<file path="config.mk">
export PLATFORM = sky130hd
export DESIGN_NAME = tls_selector
export DESIGN_NICKNAME = d
export VERILOG_FILES = /design/src/rtl/tls_pkg.sv /design/src/rtl/tls_selector.sv
export SDC_FILE = /design/constraint.sdc
export NUM_CORES = 1
export LEC_CHECK = 0
export BUFFER_PORTS_ARGS = -buffer_cell sky130_fd_sc_hd__buf_4
export CORE_UTILIZATION = 25
export CTS_CLUSTER_DIAMETER = 100
export DETAILED_ROUTE_END_ITERATION = 6
export PLACE_DENSITY_LB_ADDON = 0.1
export SLEW_MARGIN = 15
export SYNTH_ARGS = -nofsm -noshare
export SYNTH_HDL_FRONTEND = slang
export SYNTH_SLANG_ARGS = --single-unit
export TNS_END_PERCENT = 10
</file>
<file path="constraint.sdc">
create_clock -name clk_sys_in -period 13.9 [get_ports clk_sys_in]
set_clock_uncertainty 0.05 [all_clocks]
set_input_delay 0.695 -clock clk_sys_in [delete_from_list [all_inputs] [get_ports clk_sys_in]]
set_output_delay 0.695 -clock clk_sys_in [all_outputs]
set_load 0.05 [all_outputs]
</file>
<file path="src/rtl/tls_pkg.sv">
// Constants and types for the torque limit selector
// Notes on behaviour
// - Forward select low: min of internal, external forward; ignored with option value 1 in speed or position mode
// - Reverse select low: min of internal, external reverse; ignored with option value 1 in speed or position mode
// - Select high: internal limit for that direction, capped by the analog limit when it is on
// - Single axis uses inputs seven, eight; dual allocated
// - Functions sharing one terminal follow its OR'd state
// - Analog limit magnitude applies to both directions
// - Analog limit only in speed or position mode
// - Option value 1: analog terminal is torque limit
// - Option value 2: feed-forward, never a limit
// - Option value 3: selects plus analog limit
// - Combined mode: min of internal, analog and external limit
// - Analog input scaled by configurable input gain
`default_nettype none
package tls_pkg;
    localparam int unsigned LIM_W      = 9;
    localparam int unsigned ANA_W      = 12;
    localparam int unsigned GAIN_W     = 8;
    localparam int unsigned TRQ_W      = 12;
    localparam int unsigned TERM_W     = 8;
    localparam logic [8:0]  LIM_MAX    = 9'h12c;
    localparam logic [8:0]  INT_RST    = 9'h12c;
    localparam logic [8:0]  EXT_RST    = 9'h064;
    localparam logic [2:0]  FWD_TERM_SINGLE = 3'h6;
    localparam logic [2:0]  REV_TERM_SINGLE = 3'h7;
    localparam logic [1:0]  OPT_NONE   = 2'h0;
    localparam logic [1:0]  OPT_ALIM   = 2'h1;
    localparam logic [1:0]  OPT_FFWD   = 2'h2;
    localparam logic [1:0]  OPT_BOTH   = 2'h3;
    localparam int unsigned GAIN_SHIFT = 5;

    typedef enum logic [2:0] {
        TLS_MODE_SPEED    = 3'b001,
        TLS_MODE_POSITION = 3'b010,
        TLS_MODE_TORQUE   = 3'b100
    } tls_mode_t;

    typedef struct packed {
        logic [8:0] internal_fwd_limit;
        logic [8:0] internal_rev_limit;
        logic [8:0] external_fwd_limit;
        logic [8:0] external_rev_limit;
    } tls_params_t;

    typedef struct packed {
        logic [8:0] fwd;
        logic [8:0] rev;
    } tls_limits_t;
endpackage : tls_pkg
`default_nettype wire

</file>
<file path="src/rtl/tls_selector.sv">
// Torque limit selector: picks per-direction limit and clamps torque command
`default_nettype none
module tls_selector (
    input  wire logic                        clk_sys_in,
    input  wire logic                        resetn_in,
    input  wire logic [7:0]                  general_inputs_n_in,
    input  wire logic                        dual_axis_in,
    input  wire logic [2:0]                  fwd_alloc_in,
    input  wire logic [2:0]                  rev_alloc_in,
    input  wire logic                        params_we_in,
    input  wire tls_pkg::tls_params_t        params_in,
    input  wire logic [1:0]                  speed_option_in,
    input  wire tls_pkg::tls_mode_t          ctrl_mode_in,
    input  wire logic signed [11:0]          analog_limit_in,
    input  wire logic [7:0]                  torque_gain_in,
    input  wire logic signed [11:0]          torque_cmd_in,
    output var  tls_pkg::tls_limits_t        limits_out,
    output var  logic signed [11:0]          torque_clamped_out,
    output var  logic                        fwd_limit_select_out,
    output var  logic                        rev_limit_select_out,
    output var  logic                        feedfwd_enable_out
);
    // ****************************************
    // Input synchronisation
    // ****************************************
    logic [7:0]                   gin_meta_q;
    logic [7:0]                   gin_sync_q;
    logic signed [11:0]           ana_meta_q;
    logic signed [11:0]           ana_sync_q;
    logic signed [11:0]           ana_prev_q;
    logic signed [11:0]           ana_hold_q;
    tls_pkg::tls_params_t         params_q;

    // Bits of the converted word may settle on different edges: a value is
    // taken only once it reads the same on two edges, else the last one holds
    wire signed [11:0] ana_val = (ana_sync_q == ana_prev_q) ? ana_sync_q : ana_hold_q;

    always_ff @(posedge clk_sys_in) begin
        if (!resetn_in) begin
            gin_meta_q <= 8'hff;
            gin_sync_q <= 8'hff;
            ana_meta_q <= 12'h000;
            ana_sync_q <= 12'h000;
            ana_prev_q <= 12'h000;
            ana_hold_q <= 12'h000;
        end else begin
            gin_meta_q <= general_inputs_n_in;
            gin_sync_q <= gin_meta_q;
            ana_meta_q <= analog_limit_in;
            ana_sync_q <= ana_meta_q;
            ana_prev_q <= ana_sync_q;
            ana_hold_q <= ana_val;
        end
    end

    function automatic logic [8:0] min9(input logic [8:0] a, input logic [8:0] b);
        min9 = (a < b) ? a : b;
    endfunction

    function automatic logic [8:0] sat9(input logic [8:0] v);
        sat9 = (v > tls_pkg::LIM_MAX) ? tls_pkg::LIM_MAX : v;
    endfunction

    // ****************************************
    // Parameters, live update without restart
    // ****************************************
    always_ff @(posedge clk_sys_in) begin
        if (!resetn_in) begin
            params_q.internal_fwd_limit <= tls_pkg::INT_RST;
            params_q.internal_rev_limit <= tls_pkg::INT_RST;
            params_q.external_fwd_limit <= tls_pkg::EXT_RST;
            params_q.external_rev_limit <= tls_pkg::EXT_RST;
        end else if (params_we_in) begin
            params_q.internal_fwd_limit <= sat9(params_in.internal_fwd_limit);
            params_q.internal_rev_limit <= sat9(params_in.internal_rev_limit);
            params_q.external_fwd_limit <= sat9(params_in.external_fwd_limit);
            params_q.external_rev_limit <= sat9(params_in.external_rev_limit);
        end
    end

    // ****************************************
    // Terminal allocation
    // ****************************************
    // A terminal is one wire: every function mapped to it sees the same level
    wire [2:0] fwd_term = dual_axis_in ? fwd_alloc_in : tls_pkg::FWD_TERM_SINGLE;
    wire [2:0] rev_term = dual_axis_in ? rev_alloc_in : tls_pkg::REV_TERM_SINGLE;
    wire fwd_limit_sel_n = gin_sync_q[fwd_term];
    wire rev_limit_sel_n = gin_sync_q[rev_term];

    // ****************************************
    // Option decode
    // ****************************************
    wire mode_ok   = (ctrl_mode_in == tls_pkg::TLS_MODE_SPEED) ||
                     (ctrl_mode_in == tls_pkg::TLS_MODE_POSITION);
    wire ana_lim   = mode_ok && ((speed_option_in == tls_pkg::OPT_ALIM) ||
                                 (speed_option_in == tls_pkg::OPT_BOTH));
    wire combined  = ana_lim && (speed_option_in == tls_pkg::OPT_BOTH);
    wire feedfwd   = mode_ok && (speed_option_in == tls_pkg::OPT_FFWD);
    wire fwd_on    = !fwd_limit_sel_n;
    wire rev_on    = !rev_limit_sel_n;

    // ****************************************
    // Analog limit: magnitude times gain
    // ****************************************
    wire [11:0] ana_abs = ana_val[11] ? 12'(-ana_val) : 12'(ana_val);
    wire [19:0] ana_prod = {8'h00, ana_abs} * {12'h000, torque_gain_in};
    wire [19:0] ana_scl  = ana_prod >> tls_pkg::GAIN_SHIFT;
    wire [8:0]  ana_pct  = (ana_scl > 20'(tls_pkg::LIM_MAX)) ? tls_pkg::LIM_MAX
                                                             : ana_scl[8:0];

    // ****************************************
    // Limit selection
    // ****************************************
    // Analog is an extra cap on top of the internal limits
    wire [8:0] fwd_base = ana_lim ? min9(params_q.internal_fwd_limit, ana_pct)
                                  : params_q.internal_fwd_limit;
    wire [8:0] rev_base = ana_lim ? min9(params_q.internal_rev_limit, ana_pct)
                                  : params_q.internal_rev_limit;
    // In option 1 in speed or position mode the selects are not active; every other option and mode honours them
    wire sel_ok = !ana_lim || combined;
    wire [8:0] fwd_sel = (sel_ok && fwd_on) ?
                         min9(fwd_base, params_q.external_fwd_limit) : fwd_base;
    wire [8:0] rev_sel = (sel_ok && rev_on) ?
                         min9(rev_base, params_q.external_rev_limit) : rev_base;

    tls_pkg::tls_limits_t lim_d;
    assign lim_d.fwd = fwd_sel;
    assign lim_d.rev = rev_sel;

    // Limit is in percent; torque command is in percent of rated too
    wire signed [11:0] fwd_cap = $signed({3'h0, fwd_sel});
    wire signed [11:0] rev_cap = -$signed({3'h0, rev_sel});
    wire signed [11:0] trq_d = (torque_cmd_in > fwd_cap) ? fwd_cap :
                               (torque_cmd_in < rev_cap) ? rev_cap : torque_cmd_in;

    always_ff @(posedge clk_sys_in) begin
        if (!resetn_in) begin
            limits_out           <= '{fwd: tls_pkg::INT_RST, rev: tls_pkg::INT_RST};
            torque_clamped_out   <= 12'sh000;
            fwd_limit_select_out <= 1'b0;
            rev_limit_select_out <= 1'b0;
            feedfwd_enable_out   <= 1'b0;
        end else begin
            limits_out           <= lim_d;
            torque_clamped_out   <= trq_d;
            fwd_limit_select_out <= sel_ok && fwd_on;
            rev_limit_select_out <= sel_ok && rev_on;
            feedfwd_enable_out   <= feedfwd;
        end
    end

    // ****************************************
    // Checks
    // ****************************************
    fwd_clamp_a : assert property (@(posedge clk_sys_in) disable iff (!resetn_in)
        $signed(torque_clamped_out) <= $signed({3'h0, limits_out.fwd}))
        else $error("forward torque above limit");
    rev_clamp_a : assert property (@(posedge clk_sys_in) disable iff (!resetn_in)
        $signed(torque_clamped_out) >= -$signed({3'h0, limits_out.rev}))
        else $error("reverse torque below limit");
    tq_pass_a : assert property (@(posedge clk_sys_in) disable iff (!resetn_in)
        (torque_cmd_in <= fwd_cap && torque_cmd_in >= rev_cap) |=>
            torque_clamped_out == $past(torque_cmd_in))
        else $error("torque inside limits altered");

    fwd_ext_a : assert property (@(posedge clk_sys_in) disable iff (!resetn_in)
        (!ana_lim && fwd_on) |=> limits_out.fwd ==
            min9($past(params_q.internal_fwd_limit), $past(params_q.external_fwd_limit)))
        else $error("forward external limit wrong");
    rev_ext_a : assert property (@(posedge clk_sys_in) disable iff (!resetn_in)
        (!ana_lim && rev_on) |=> limits_out.rev ==
            min9($past(params_q.internal_rev_limit), $past(params_q.external_rev_limit)))
        else $error("reverse external limit wrong");
    fwd_int_a : assert property (@(posedge clk_sys_in) disable iff (!resetn_in)
        (!ana_lim && !fwd_on) |=> limits_out.fwd == $past(params_q.internal_fwd_limit))
        else $error("forward internal limit wrong");
    rev_int_a : assert property (@(posedge clk_sys_in) disable iff (!resetn_in)
        (!ana_lim && !rev_on) |=> limits_out.rev == $past(params_q.internal_rev_limit))
        else $error("reverse internal limit wrong");

    single_term_a : assert property (@(posedge clk_sys_in) disable iff (!resetn_in)
        (!dual_axis_in && !ana_lim) |=>
            fwd_limit_select_out == !$past(gin_sync_q[tls_pkg::FWD_TERM_SINGLE]) &&
            rev_limit_select_out == !$past(gin_sync_q[tls_pkg::REV_TERM_SINGLE]))
        else $error("single axis terminal wrong");
    shared_term_a : assert property (@(posedge clk_sys_in) disable iff (!resetn_in)
        (dual_axis_in && fwd_alloc_in == rev_alloc_in) |=>
            fwd_limit_select_out == rev_limit_select_out)
        else $error("shared terminal functions differ");

    torque_mode_a : assert property (@(posedge clk_sys_in) disable iff (!resetn_in)
        (ctrl_mode_in == tls_pkg::TLS_MODE_TORQUE && !fwd_on) |=>
            !feedfwd_enable_out && limits_out.fwd == $past(params_q.internal_fwd_limit))
        else $error("analog use in torque mode");
    ffwd_excl_a : assert property (@(posedge clk_sys_in) disable iff (!resetn_in)
        (feedfwd && !rev_on) |=>
            feedfwd_enable_out && limits_out.rev == $past(params_q.internal_rev_limit))
        else $error("feed-forward with analog limit");
    ana_only_a : assert property (@(posedge clk_sys_in) disable iff (!resetn_in)
        (speed_option_in == tls_pkg::OPT_ALIM &&
            (ctrl_mode_in == tls_pkg::TLS_MODE_SPEED ||
             ctrl_mode_in == tls_pkg::TLS_MODE_POSITION)) |=>
            !fwd_limit_select_out && !rev_limit_select_out)
        else $error("select active in analog-only option");
    both_sel_a : assert property (@(posedge clk_sys_in) disable iff (!resetn_in)
        (ctrl_mode_in == tls_pkg::TLS_MODE_SPEED && speed_option_in == tls_pkg::OPT_BOTH &&
            fwd_on && rev_on) |=> fwd_limit_select_out && rev_limit_select_out)
        else $error("selects ignored in combined option");
    combined_min_a : assert property (@(posedge clk_sys_in) disable iff (!resetn_in)
        (combined && fwd_on) |=> limits_out.fwd <= $past(ana_pct) &&
            limits_out.fwd <= $past(params_q.external_fwd_limit))
        else $error("combined forward limit too high");
    comb_rev_a : assert property (@(posedge clk_sys_in) disable iff (!resetn_in)
        (combined && rev_on) |=> limits_out.rev <= $past(ana_pct) &&
            limits_out.rev <= $past(params_q.external_rev_limit))
        else $error("combined reverse limit too high");

    sym_analog_a : assert property (@(posedge clk_sys_in) disable iff (!resetn_in)
        (ana_lim && !combined) |=> limits_out.fwd <= $past(ana_pct) &&
            limits_out.rev <= $past(ana_pct))
        else $error("analog limit not applied both ways");
    ana_gain_a : assert property (@(posedge clk_sys_in) disable iff (!resetn_in)
        (torque_gain_in == 8'(1 << tls_pkg::GAIN_SHIFT) &&
            ana_abs <= 12'(tls_pkg::LIM_MAX)) |-> ana_pct == ana_abs[8:0])
        else $error("unity gain changes analog limit");
    ana_hold_a : assert property (@(posedge clk_sys_in) disable iff (!resetn_in)
        (ana_sync_q != ana_prev_q) |=> ana_hold_q == $past(ana_hold_q))
        else $error("unsettled analog word taken");
    ext_range_a : assert property (@(posedge clk_sys_in) disable iff (!resetn_in)
        params_q.external_fwd_limit <= tls_pkg::LIM_MAX &&
            params_q.external_rev_limit <= tls_pkg::LIM_MAX)
        else $error("external limit out of range");
endmodule : tls_selector
`default_nettype wire

</file>
==> results of run 1 <==
==> cell families (layout without fill, tap and decap cells) <==
logic type / after synthesis / after routing / synth area share
fa+ha+maj: 147 / 147 / 0.218
buf+inv: 157 / 375 / 0.0577
simple gates: 427 / 427 / 0.219
mux: 50 / 50 / 0.0509
xor+xnor: 53 / 53 / 0.0443
flops: 133 / 133 / 0.254
compound gates: 221 / 221 / 0.156
==> synth_stat cells, drive strengths merged, types with 5 or more instances <==
cell	instances
mux2	16
o211ai	10
o211a	8
o21ai	30
a211oi	11
mux2i	33
or2	6
dfxtp	133
o21a	14
inv	110
nand2b	31
buf	6
nor3	17
ha	88
xor2	22
nand4	18
xnor2	31
and2	120
a21oi	43
nand2	77
and4	7
nor2b	23
nor4	13
o22ai	15
o2111ai	5
a21o	28
nand3	13
nor2	84
a2bb2oi	8
fa	59
o31ai	5
clkbuf	40
==> area by class of cell <==
cell class,instances,area share
multi-input cells,898,0.559
inverters,111,0.0306
repair buffers,232,0.128
flip-flops and latches,133,0.194
clock buffers,19,0.0329
well taps,532,0.0483
clock inverters,13,0.00817
==> worst max-delay path: cells and delay by family, from the launching register on <==
family | cells | cell delay, ps
xor+xnor | 4 | 700
flops | 1 | 350
mux | 5 | 1410
compound gates | 21 | 3660
simple gates | 14 | 2740
buf+inv | 10 | 1160
fa+ha+maj | 9 | 3240
==> power groups by stage <==
| stage | clock, mW | combinational (mW) | sequential [mW] |
|---|---|---|---|
| finish | 0.435 | 0.510 | 0.417 |
| floorplan | 0 | 0.258 | 0.455 |
| detailed placement | 0 | 0.466 | 0.424 |
| global placement | 0 | 0.468 | 0.425 |
| global route | 0.467 | 0.561 | 0.420 |
| CTS | 0.450 | 0.469 | 0.416 |
==> stage by stage <==
step	util	hold WS, ps	area [um^2]
2_1_floorplan	-	336	10500
3_3_place_gp	0.303	340	12400
3_5_place_dp	0.303	344	12400
4_1_cts	0.317	358	13000
5_1_grt	0.335	362	13800
6_report	0.335	357	13800
==> how the worst max path moves through the flow <==
stage                                    startpoint                          endpoint  slack (ps)
final                      ana_sync_q[9]$_SDFF_PN0_  torque_clamped_out[3]$_SDFF_PN0_         490
after global placement     ana_sync_q[7]$_SDFF_PN0_  torque_clamped_out[2]$_SDFF_PN0_         170
after global routing       ana_sync_q[2]$_SDFF_PN0_  torque_clamped_out[3]$_SDFF_PN0_        -150
after detailed placement  ana_sync_q[10]$_SDFF_PN0_  torque_clamped_out[7]$_SDFF_PN0_         -60
after floorplan            ana_sync_q[3]$_SDFF_PN0_  torque_clamped_out[7]$_SDFF_PN0_         120
after CTS                  ana_sync_q[2]$_SDFF_PN0_  torque_clamped_out[7]$_SDFF_PN0_           9
==> state kept, by name, summed over array words and instances, names as in the netlist, 8 cells and up <==
| signal | cells |
|---|---|
| ana_meta_q | 12 |
| params_q | 36 |
| ana_hold_q | 12 |
| gin_meta_q | 8 |
| gin_sync_q | 8 |
| limits_out | 18 |
| ana_prev_q | 12 |
| torque_clamped_out | 12 |
| ana_sync_q | 12 |
==> timing repair <==
item                                    CTS  global route
setup buffers                             0            32
endpoints found under the setup margin   12            12
gates resized for setup                   7           109
pin swaps                                 0            48
cloned                                    0             1
==> routing by layer <==
metal  GRT usage  share of wire
met1       0.223           0.51
met2       0.252           0.44
met3      0.0317          0.039
met4      0.0334         0.0094
met5           0              0
==> summary.md, run 1 <==
| Metric | Value |
|---|---|
| Reg-to-reg critical path startpoint | `ana_sync_q[9]$_SDFF_PN0_` |
| P&R area growth vs syn | `31.6%` |
| Detailed-route wire length | `around 33 mm` |
| Number of flops mapped to enable cells by yosys | `0` |
| Flops & latches, synth | `between 100 and 150` |
| Share of synthesized area occupied by flip-flops and latches | `0.254` |
| Length of the first detailed-routing pass in iterations | `7` |
| Hold path startpoint | `gin_meta_q[3]$_SDFF_PN1_` |
| Peak fanout along the critical path | `7` |
| Type of the most critical hold path | `reg -> reg` |
| Sinks on the clock net | `133` |
| Detailed placement HPWL | `~26 mm` |
| Sequential cell area in the final layout | `2670 um^2` |
| Net Sw Power | `0.492 mW` |
| Core Rows | `74` |
| Maximum vdd ir drop | `approximately 0.000074 V` |
| Data arrival, critical path | `13730 ps` |
| Critical R2R Capture | `torque_clamped_out[3]$_SDFF_PN0_` |
| Cells on Worst Hold Path | `1` |
| Period minus WS final | `around 13000 ps` |
| Library cell appearing most often on the critical path | `sky130_fd_sc_hd__a21o_1` |
| Final total negative setup slack | `0 ps` |
| Endpoints failing setup | `0` |
| Total power per unit cell area | `~100 nW/um^2` |
| Startpoint-to-endpoint class of the critical path | `reg -> reg` |
| Portion of total power attributed to sequential cells | `0.306` |
| Fmax | `around 75 MHz` |
| Share of final-layout standard cells stronger than drive strength 1 | `0.273` |
| Final weighted congestion in routability-driven placement | `~0.8` |
| Power consumption | `1.36 mW` |
| Antenna-violating nets left | `0` |
| Critical-path cell with the highest stage delay | `sky130_fd_sc_hd__fa_1` |
| Average vias per placed instance | `about 4.6` |
| Actual slew at the worst max-slew pin | `approximately 730 ps` |
| Violated checks | `design-rule violations` |
| Clock tree from TritonCTS | `done` |
| Unrepaired setup endpoints after global routing | `yes` |
| Via count of the first global-routing pass | `between 9000 and 10000` |
| Final setup slack of the worst path | `a little under 500 ps` |
| Port-buffer cells | `123` |
| Area of the multi-input gates | `between 7000 and 8000 um^2` |
| Number of antenna diodes | `0` |
| X dimension of the die | `~210 um` |
| Most common cell after layout, fill and taps aside | `sky130_fd_sc_hd__buf_4` |
| Final period util | `0.965` |
| Total overflow reported by the global router | `0` |
| Maximum single-stage delay on the critical path | `550 ps` |
| Critical Path End Type | `flop` |
| Status | `complete, but fails checks` |
| Y dimension of the die | `about 210 um` |
| Switching part of the total | `0.361` |
| Per-cell routed wire length | `17.0 um` |
| Biggest area contributors in the synthesized netlist | `sky130_fd_sc_hd__dfxtp_1, sky130_fd_sc_hd__fa_1, sky130_fd_sc_hd__ha_1` |
| Share of the synthesized area in the top cell type | `0.254` |
| Max_slew headroom | `0.511` |
| Nets | `1631` |
| Die outline area | `roughly 43000 um^2` |
| Number of max-cap violations | `0` |
| CTS Buf Count | `17` |
| Slack of the worst reg-to-reg path | `just under 500 ps` |
| Total of fill cells in the finished design | `4426` |
| Worst-skew pair later-pin latency | `440 ps` |
| Number of hold buffers added after CTS | `0` |
| DRC marker count from the first detailed-route iteration | `between 300 and 400` |
| Internal cell power | `0.870 mW` |
| Clk network pwr share | `0.319` |
| DP Worst Slack | `-64.9 ps` |
| All-Layer GR Usage | `0.159` |
| Nets in the synthesized netlist | `~1400` |
| Antenna violations before repair | `0` |
| Starting Density | `0.255` |
| Synth cell types | `75` |
| Lkg Pwr | `6.40 nW` |
| # H-tree levels | `4` |
| Critical path launch point type | `flop` |
| Remaining DRCs | `1` |
| I/O pin count | `124` |
| Comb power frac | `0.375` |
| Share of flip-flops with an asynchronous set or reset | `0` |
| Worst min-delay path endpoint | `gin_sync_q[3]$_SDFF_PN1_` |
| Clock-pin slew of the registers on the worst-case setup and hold paths | `about 60 ps` |
| Warning count from the yosys run | `0` |
| Most instantiated flip-flop cell in the synthesis netlist | `sky130_fd_sc_hd__dfxtp_1` |
| Avg Inst Size Synth | `~8.8 um^2` |
| Cell type with the highest aggregate area in the netlist | `sky130_fd_sc_hd__dfxtp_1` |
| Final cell count without fillers | `just under 2000` |
| Number of vias in the routed layout | `8972` |
| Req. time, crit path | `about 14000 ps` |
| Worst-case clock buffer depth | `2` |
| Final count of pins violating max slew | `0` |
| Placed Instances | `between 1500 and 2000` |
| Wire length of the first global-routing pass | `~52 mm` |
| Post-synth design cell area | `roughly 10000 um^2` |
| Register-to-Register Path Depth | `63` |
| Total core area | `between 40000 and 50000 um^2` |
| Clock root cell | `sky130_fd_sc_hd__clkbuf_16` |
| Count of mapped cells out of synthesis | `~1200` |
| Pin count of the biggest net entering global routing | `a little under 70` |
| Number of hold-slack violations in the final timing report | `0` |
| Most frequent cells in the layout | `sky130_fd_sc_hd__buf_4, sky130_fd_sc_hd__dfxtp_1, sky130_fd_sc_hd__and2_1` |
(Power assumes the default switching activity.)
==> inputs of run 2 (changes only) <==
Settings changed: CORE_UTILIZATION 25 to 40, RECOVER_POWER from default to 100.
==> summary.md, run 2 (synthesized netlist as in run 1, its figures left out) <==
| Metric | Value |
|---|---|
| Share of final-layout standard cells stronger than drive strength 1 | `0.242` |
| Req. time, crit path | `approximately 14000 ps` |
| Power consumption | `around 1.4 mW` |
| Number of hold-slack violations in the final timing report | `0` |
| Average vias per placed instance | `between 5 and 6` |
| Nets | `about 1600` |
| Slack of the worst reg-to-reg path | `about 560 ps` |
| Peak fanout along the critical path | `7` |
| Critical-path cell with the highest stage delay | `sky130_fd_sc_hd__fa_1` |
| Period minus WS final | `about 13000 ps` |
| Y dimension of the die | `approximately 160 um` |
| DP Worst Slack | `-192 ps` |
| Actual slew at the worst max-slew pin | `approximately 2200 ps` |
| Leading registers by flop count | `params_q x36, limits_out x18` |
| Sequential cell area in the final layout | `about 2700 um^2` |
| I/O pin count | `roughly 120` |
| Critical R2R Capture | `torque_clamped_out[3]$_SDFF_PN0_` |
| Lkg Pwr | `about 6 nW` |
| Length of the first detailed-routing pass in iterations | `5` |
| Largest register by flop count | `params_q` |
| Core Rows | `a little under 60` |
| Status | `complete, but fails checks` |
| Detailed placement HPWL | `around 23 mm` |
| Critical path launch point type | `flop` |
| Clock-pin slew of the registers on the worst-case setup and hold paths | `~60 ps` |
| Area of the multi-input gates | `between 7000 and 8000 um^2` |
| Max_slew headroom | `-0.455` |
| Per-cell routed wire length | `17.0 um` |
| Register-to-Register Path Depth | `62` |
| Placed Instances | `1658` |
| Hold path startpoint | `gin_meta_q[1]$_SDFF_PN1_` |
| Antenna violations before repair | `0` |
| Final count of pins violating max slew | `100` |
| Wire length of the first global-routing pass | `roughly 47 mm` |
| Clock root cell | `sky130_fd_sc_hd__clkbuf_16` |
| Library cell appearing most often on the critical path | `sky130_fd_sc_hd__a21o_1` |
| Final period util | `0.960` |
| Maximum vdd ir drop | `roughly 0.000077 V` |
| Placed inst area | `roughly 12000 um^2` |
| Antenna-violating nets left | `0` |
| Final cell count without fillers | `~1700` |
| Sinks on the clock net | `between 100 and 150` |
| Total overflow reported by the global router | `0` |
| Most frequent cells in the layout | `sky130_fd_sc_hd__buf_4, sky130_fd_sc_hd__dfxtp_1, sky130_fd_sc_hd__inv_1` |
| CTS Buf Count | `17` |
| P&R area growth vs syn | `27.3%` |
| Critical Path End Type | `flop` |
| Violated checks | `max-capacitance violations, max-slew violations` |
| All-Layer GR Usage | `0.225` |
| Worst-skew pair later-pin latency | `420 ps` |
| Endpoints failing setup | `0` |
| Startpoint-to-endpoint class of the critical path | `reg -> reg` |
| Final total negative setup slack | `0 ps` |
| Port-buffer cells | `between 100 and 150` |
| Most common cell after layout, fill and taps aside | `sky130_fd_sc_hd__buf_4` |
| # H-tree levels | `4` |
| Total power per unit cell area | `102 nW/um^2` |
| Type of the most critical hold path | `reg -> reg` |
| Remaining DRCs | `0` |
| Number of vias in the routed layout | `between 9000 and 10000` |
| Final hold slack | `approximately 350 ps` |
| Pin count of the biggest net entering global routing | `between 50 and 60` |
| Fmax | `~75 MHz` |
| Core Util, Final | `0.525` |
| Reg-to-reg critical path startpoint | `ana_prev_q[1]$_SDFF_PN0_` |
| Cells on Worst Hold Path | `1` |
| Final weighted congestion in routability-driven placement | `~0.91` |
| Flip-flop count of the largest register after layout | `36` |
| Worst-case clock buffer depth | `2` |
| Starting Density | `0.412` |
| Number of max-cap violations | `2` |
| Total of fill cells in the finished design | `~2400` |
| Worst min-delay path endpoint | `gin_sync_q[1]$_SDFF_PN1_` |
| Data arrival, critical path | `roughly 14000 ps` |
| Number of antenna diodes | `0` |
| Clock tree from TritonCTS | `done` |
| Total core area | `roughly 25000 um^2` |
| Die outline area | `about 27000 um^2` |
| DRC marker count from the first detailed-route iteration | `576` |
| Maximum single-stage delay on the critical path | `550 ps` |
| Detailed-route wire length | `around 29 mm` |
| Final setup slack of the worst path | `approximately 560 ps` |
| Via count of the first global-routing pass | `between 8000 and 9000` |
| Final Instance Area | `about 13000 um^2` |
| X dimension of the die | `roughly 160 um` |
## run 2: cell count changes in the layout (fill, tap and decap cells not counted), moves of 4 or more
| cell | change |
|---|---|
| sky130_fd_sc_hd__and2_0 | +20 |
| sky130_fd_sc_hd__and2_1 | -20 |
| sky130_fd_sc_hd__buf_4 | -43 |
| sky130_fd_sc_hd__clkbuf_1 | +36 |
| sky130_fd_sc_hd__inv_6 | -4 |
## run 2: repair_timing
item                       4_1_cts  5_1_grt
pin swaps                        2       62
hold buffers                     0        0
resized for setup                8      109
setup endpoints to repair       12       12
buffers inserted                 2       33
## run 2: worst max-delay path, delay by kind of cell (launching register included)
kind | cells | cell delay [ps]
compound gates | 21 | 3910
xor+xnor | 4 | 710
fa+ha+maj | 9 | 3310
buf+inv | 8 | 830
flops | 1 | 320
mux | 5 | 1350
simple gates | 15 | 2800
## run 2: area by class of cell
class                           instances  area share
Timing Repair Buffer                  221       0.116
Inverter                              111      0.0314
Sequential cell                       133       0.201
Clock buffer                           19      0.0332
Clock inverter                         13      0.0112
Tap cell                              330      0.0310
Multi-Input combinational cell        898       0.576
## run 2: how the worst max path moves through the flow
stage               depth (start not counted)                                to  slack (ps)                startpoint
floorplan                                  62  torque_clamped_out[7]$_SDFF_PN0_         120  ana_sync_q[3]$_SDFF_PN0_
global placement                           64  torque_clamped_out[5]$_SDFF_PN0_         170  ana_sync_q[9]$_SDFF_PN0_
detailed placement                         60  torque_clamped_out[0]$_SDFF_PN0_        -190  ana_sync_q[2]$_SDFF_PN0_
CTS                                        63  torque_clamped_out[0]$_SDFF_PN0_          20  ana_sync_q[2]$_SDFF_PN0_
global route                               63  torque_clamped_out[3]$_SDFF_PN0_        -170  ana_prev_q[1]$_SDFF_PN0_
finish                                     62  torque_clamped_out[3]$_SDFF_PN0_         560  ana_prev_q[1]$_SDFF_PN0_
## run 2: layer usage
layer	vias up	wire length, um	GRT usage
li1	4452	-	-
met1	4392	14700	0.331
met2	235	12900	0.344
met3	26	1490	0.0389
met4	0	318	0.0417
met5	-	0	0
## run 2: power breakdown
group          internal (mW)  total [mW]  switching (mW)
clock                  0.271       0.457           0.185
sequential             0.403       0.416          0.0127
combinational          0.211       0.486           0.276
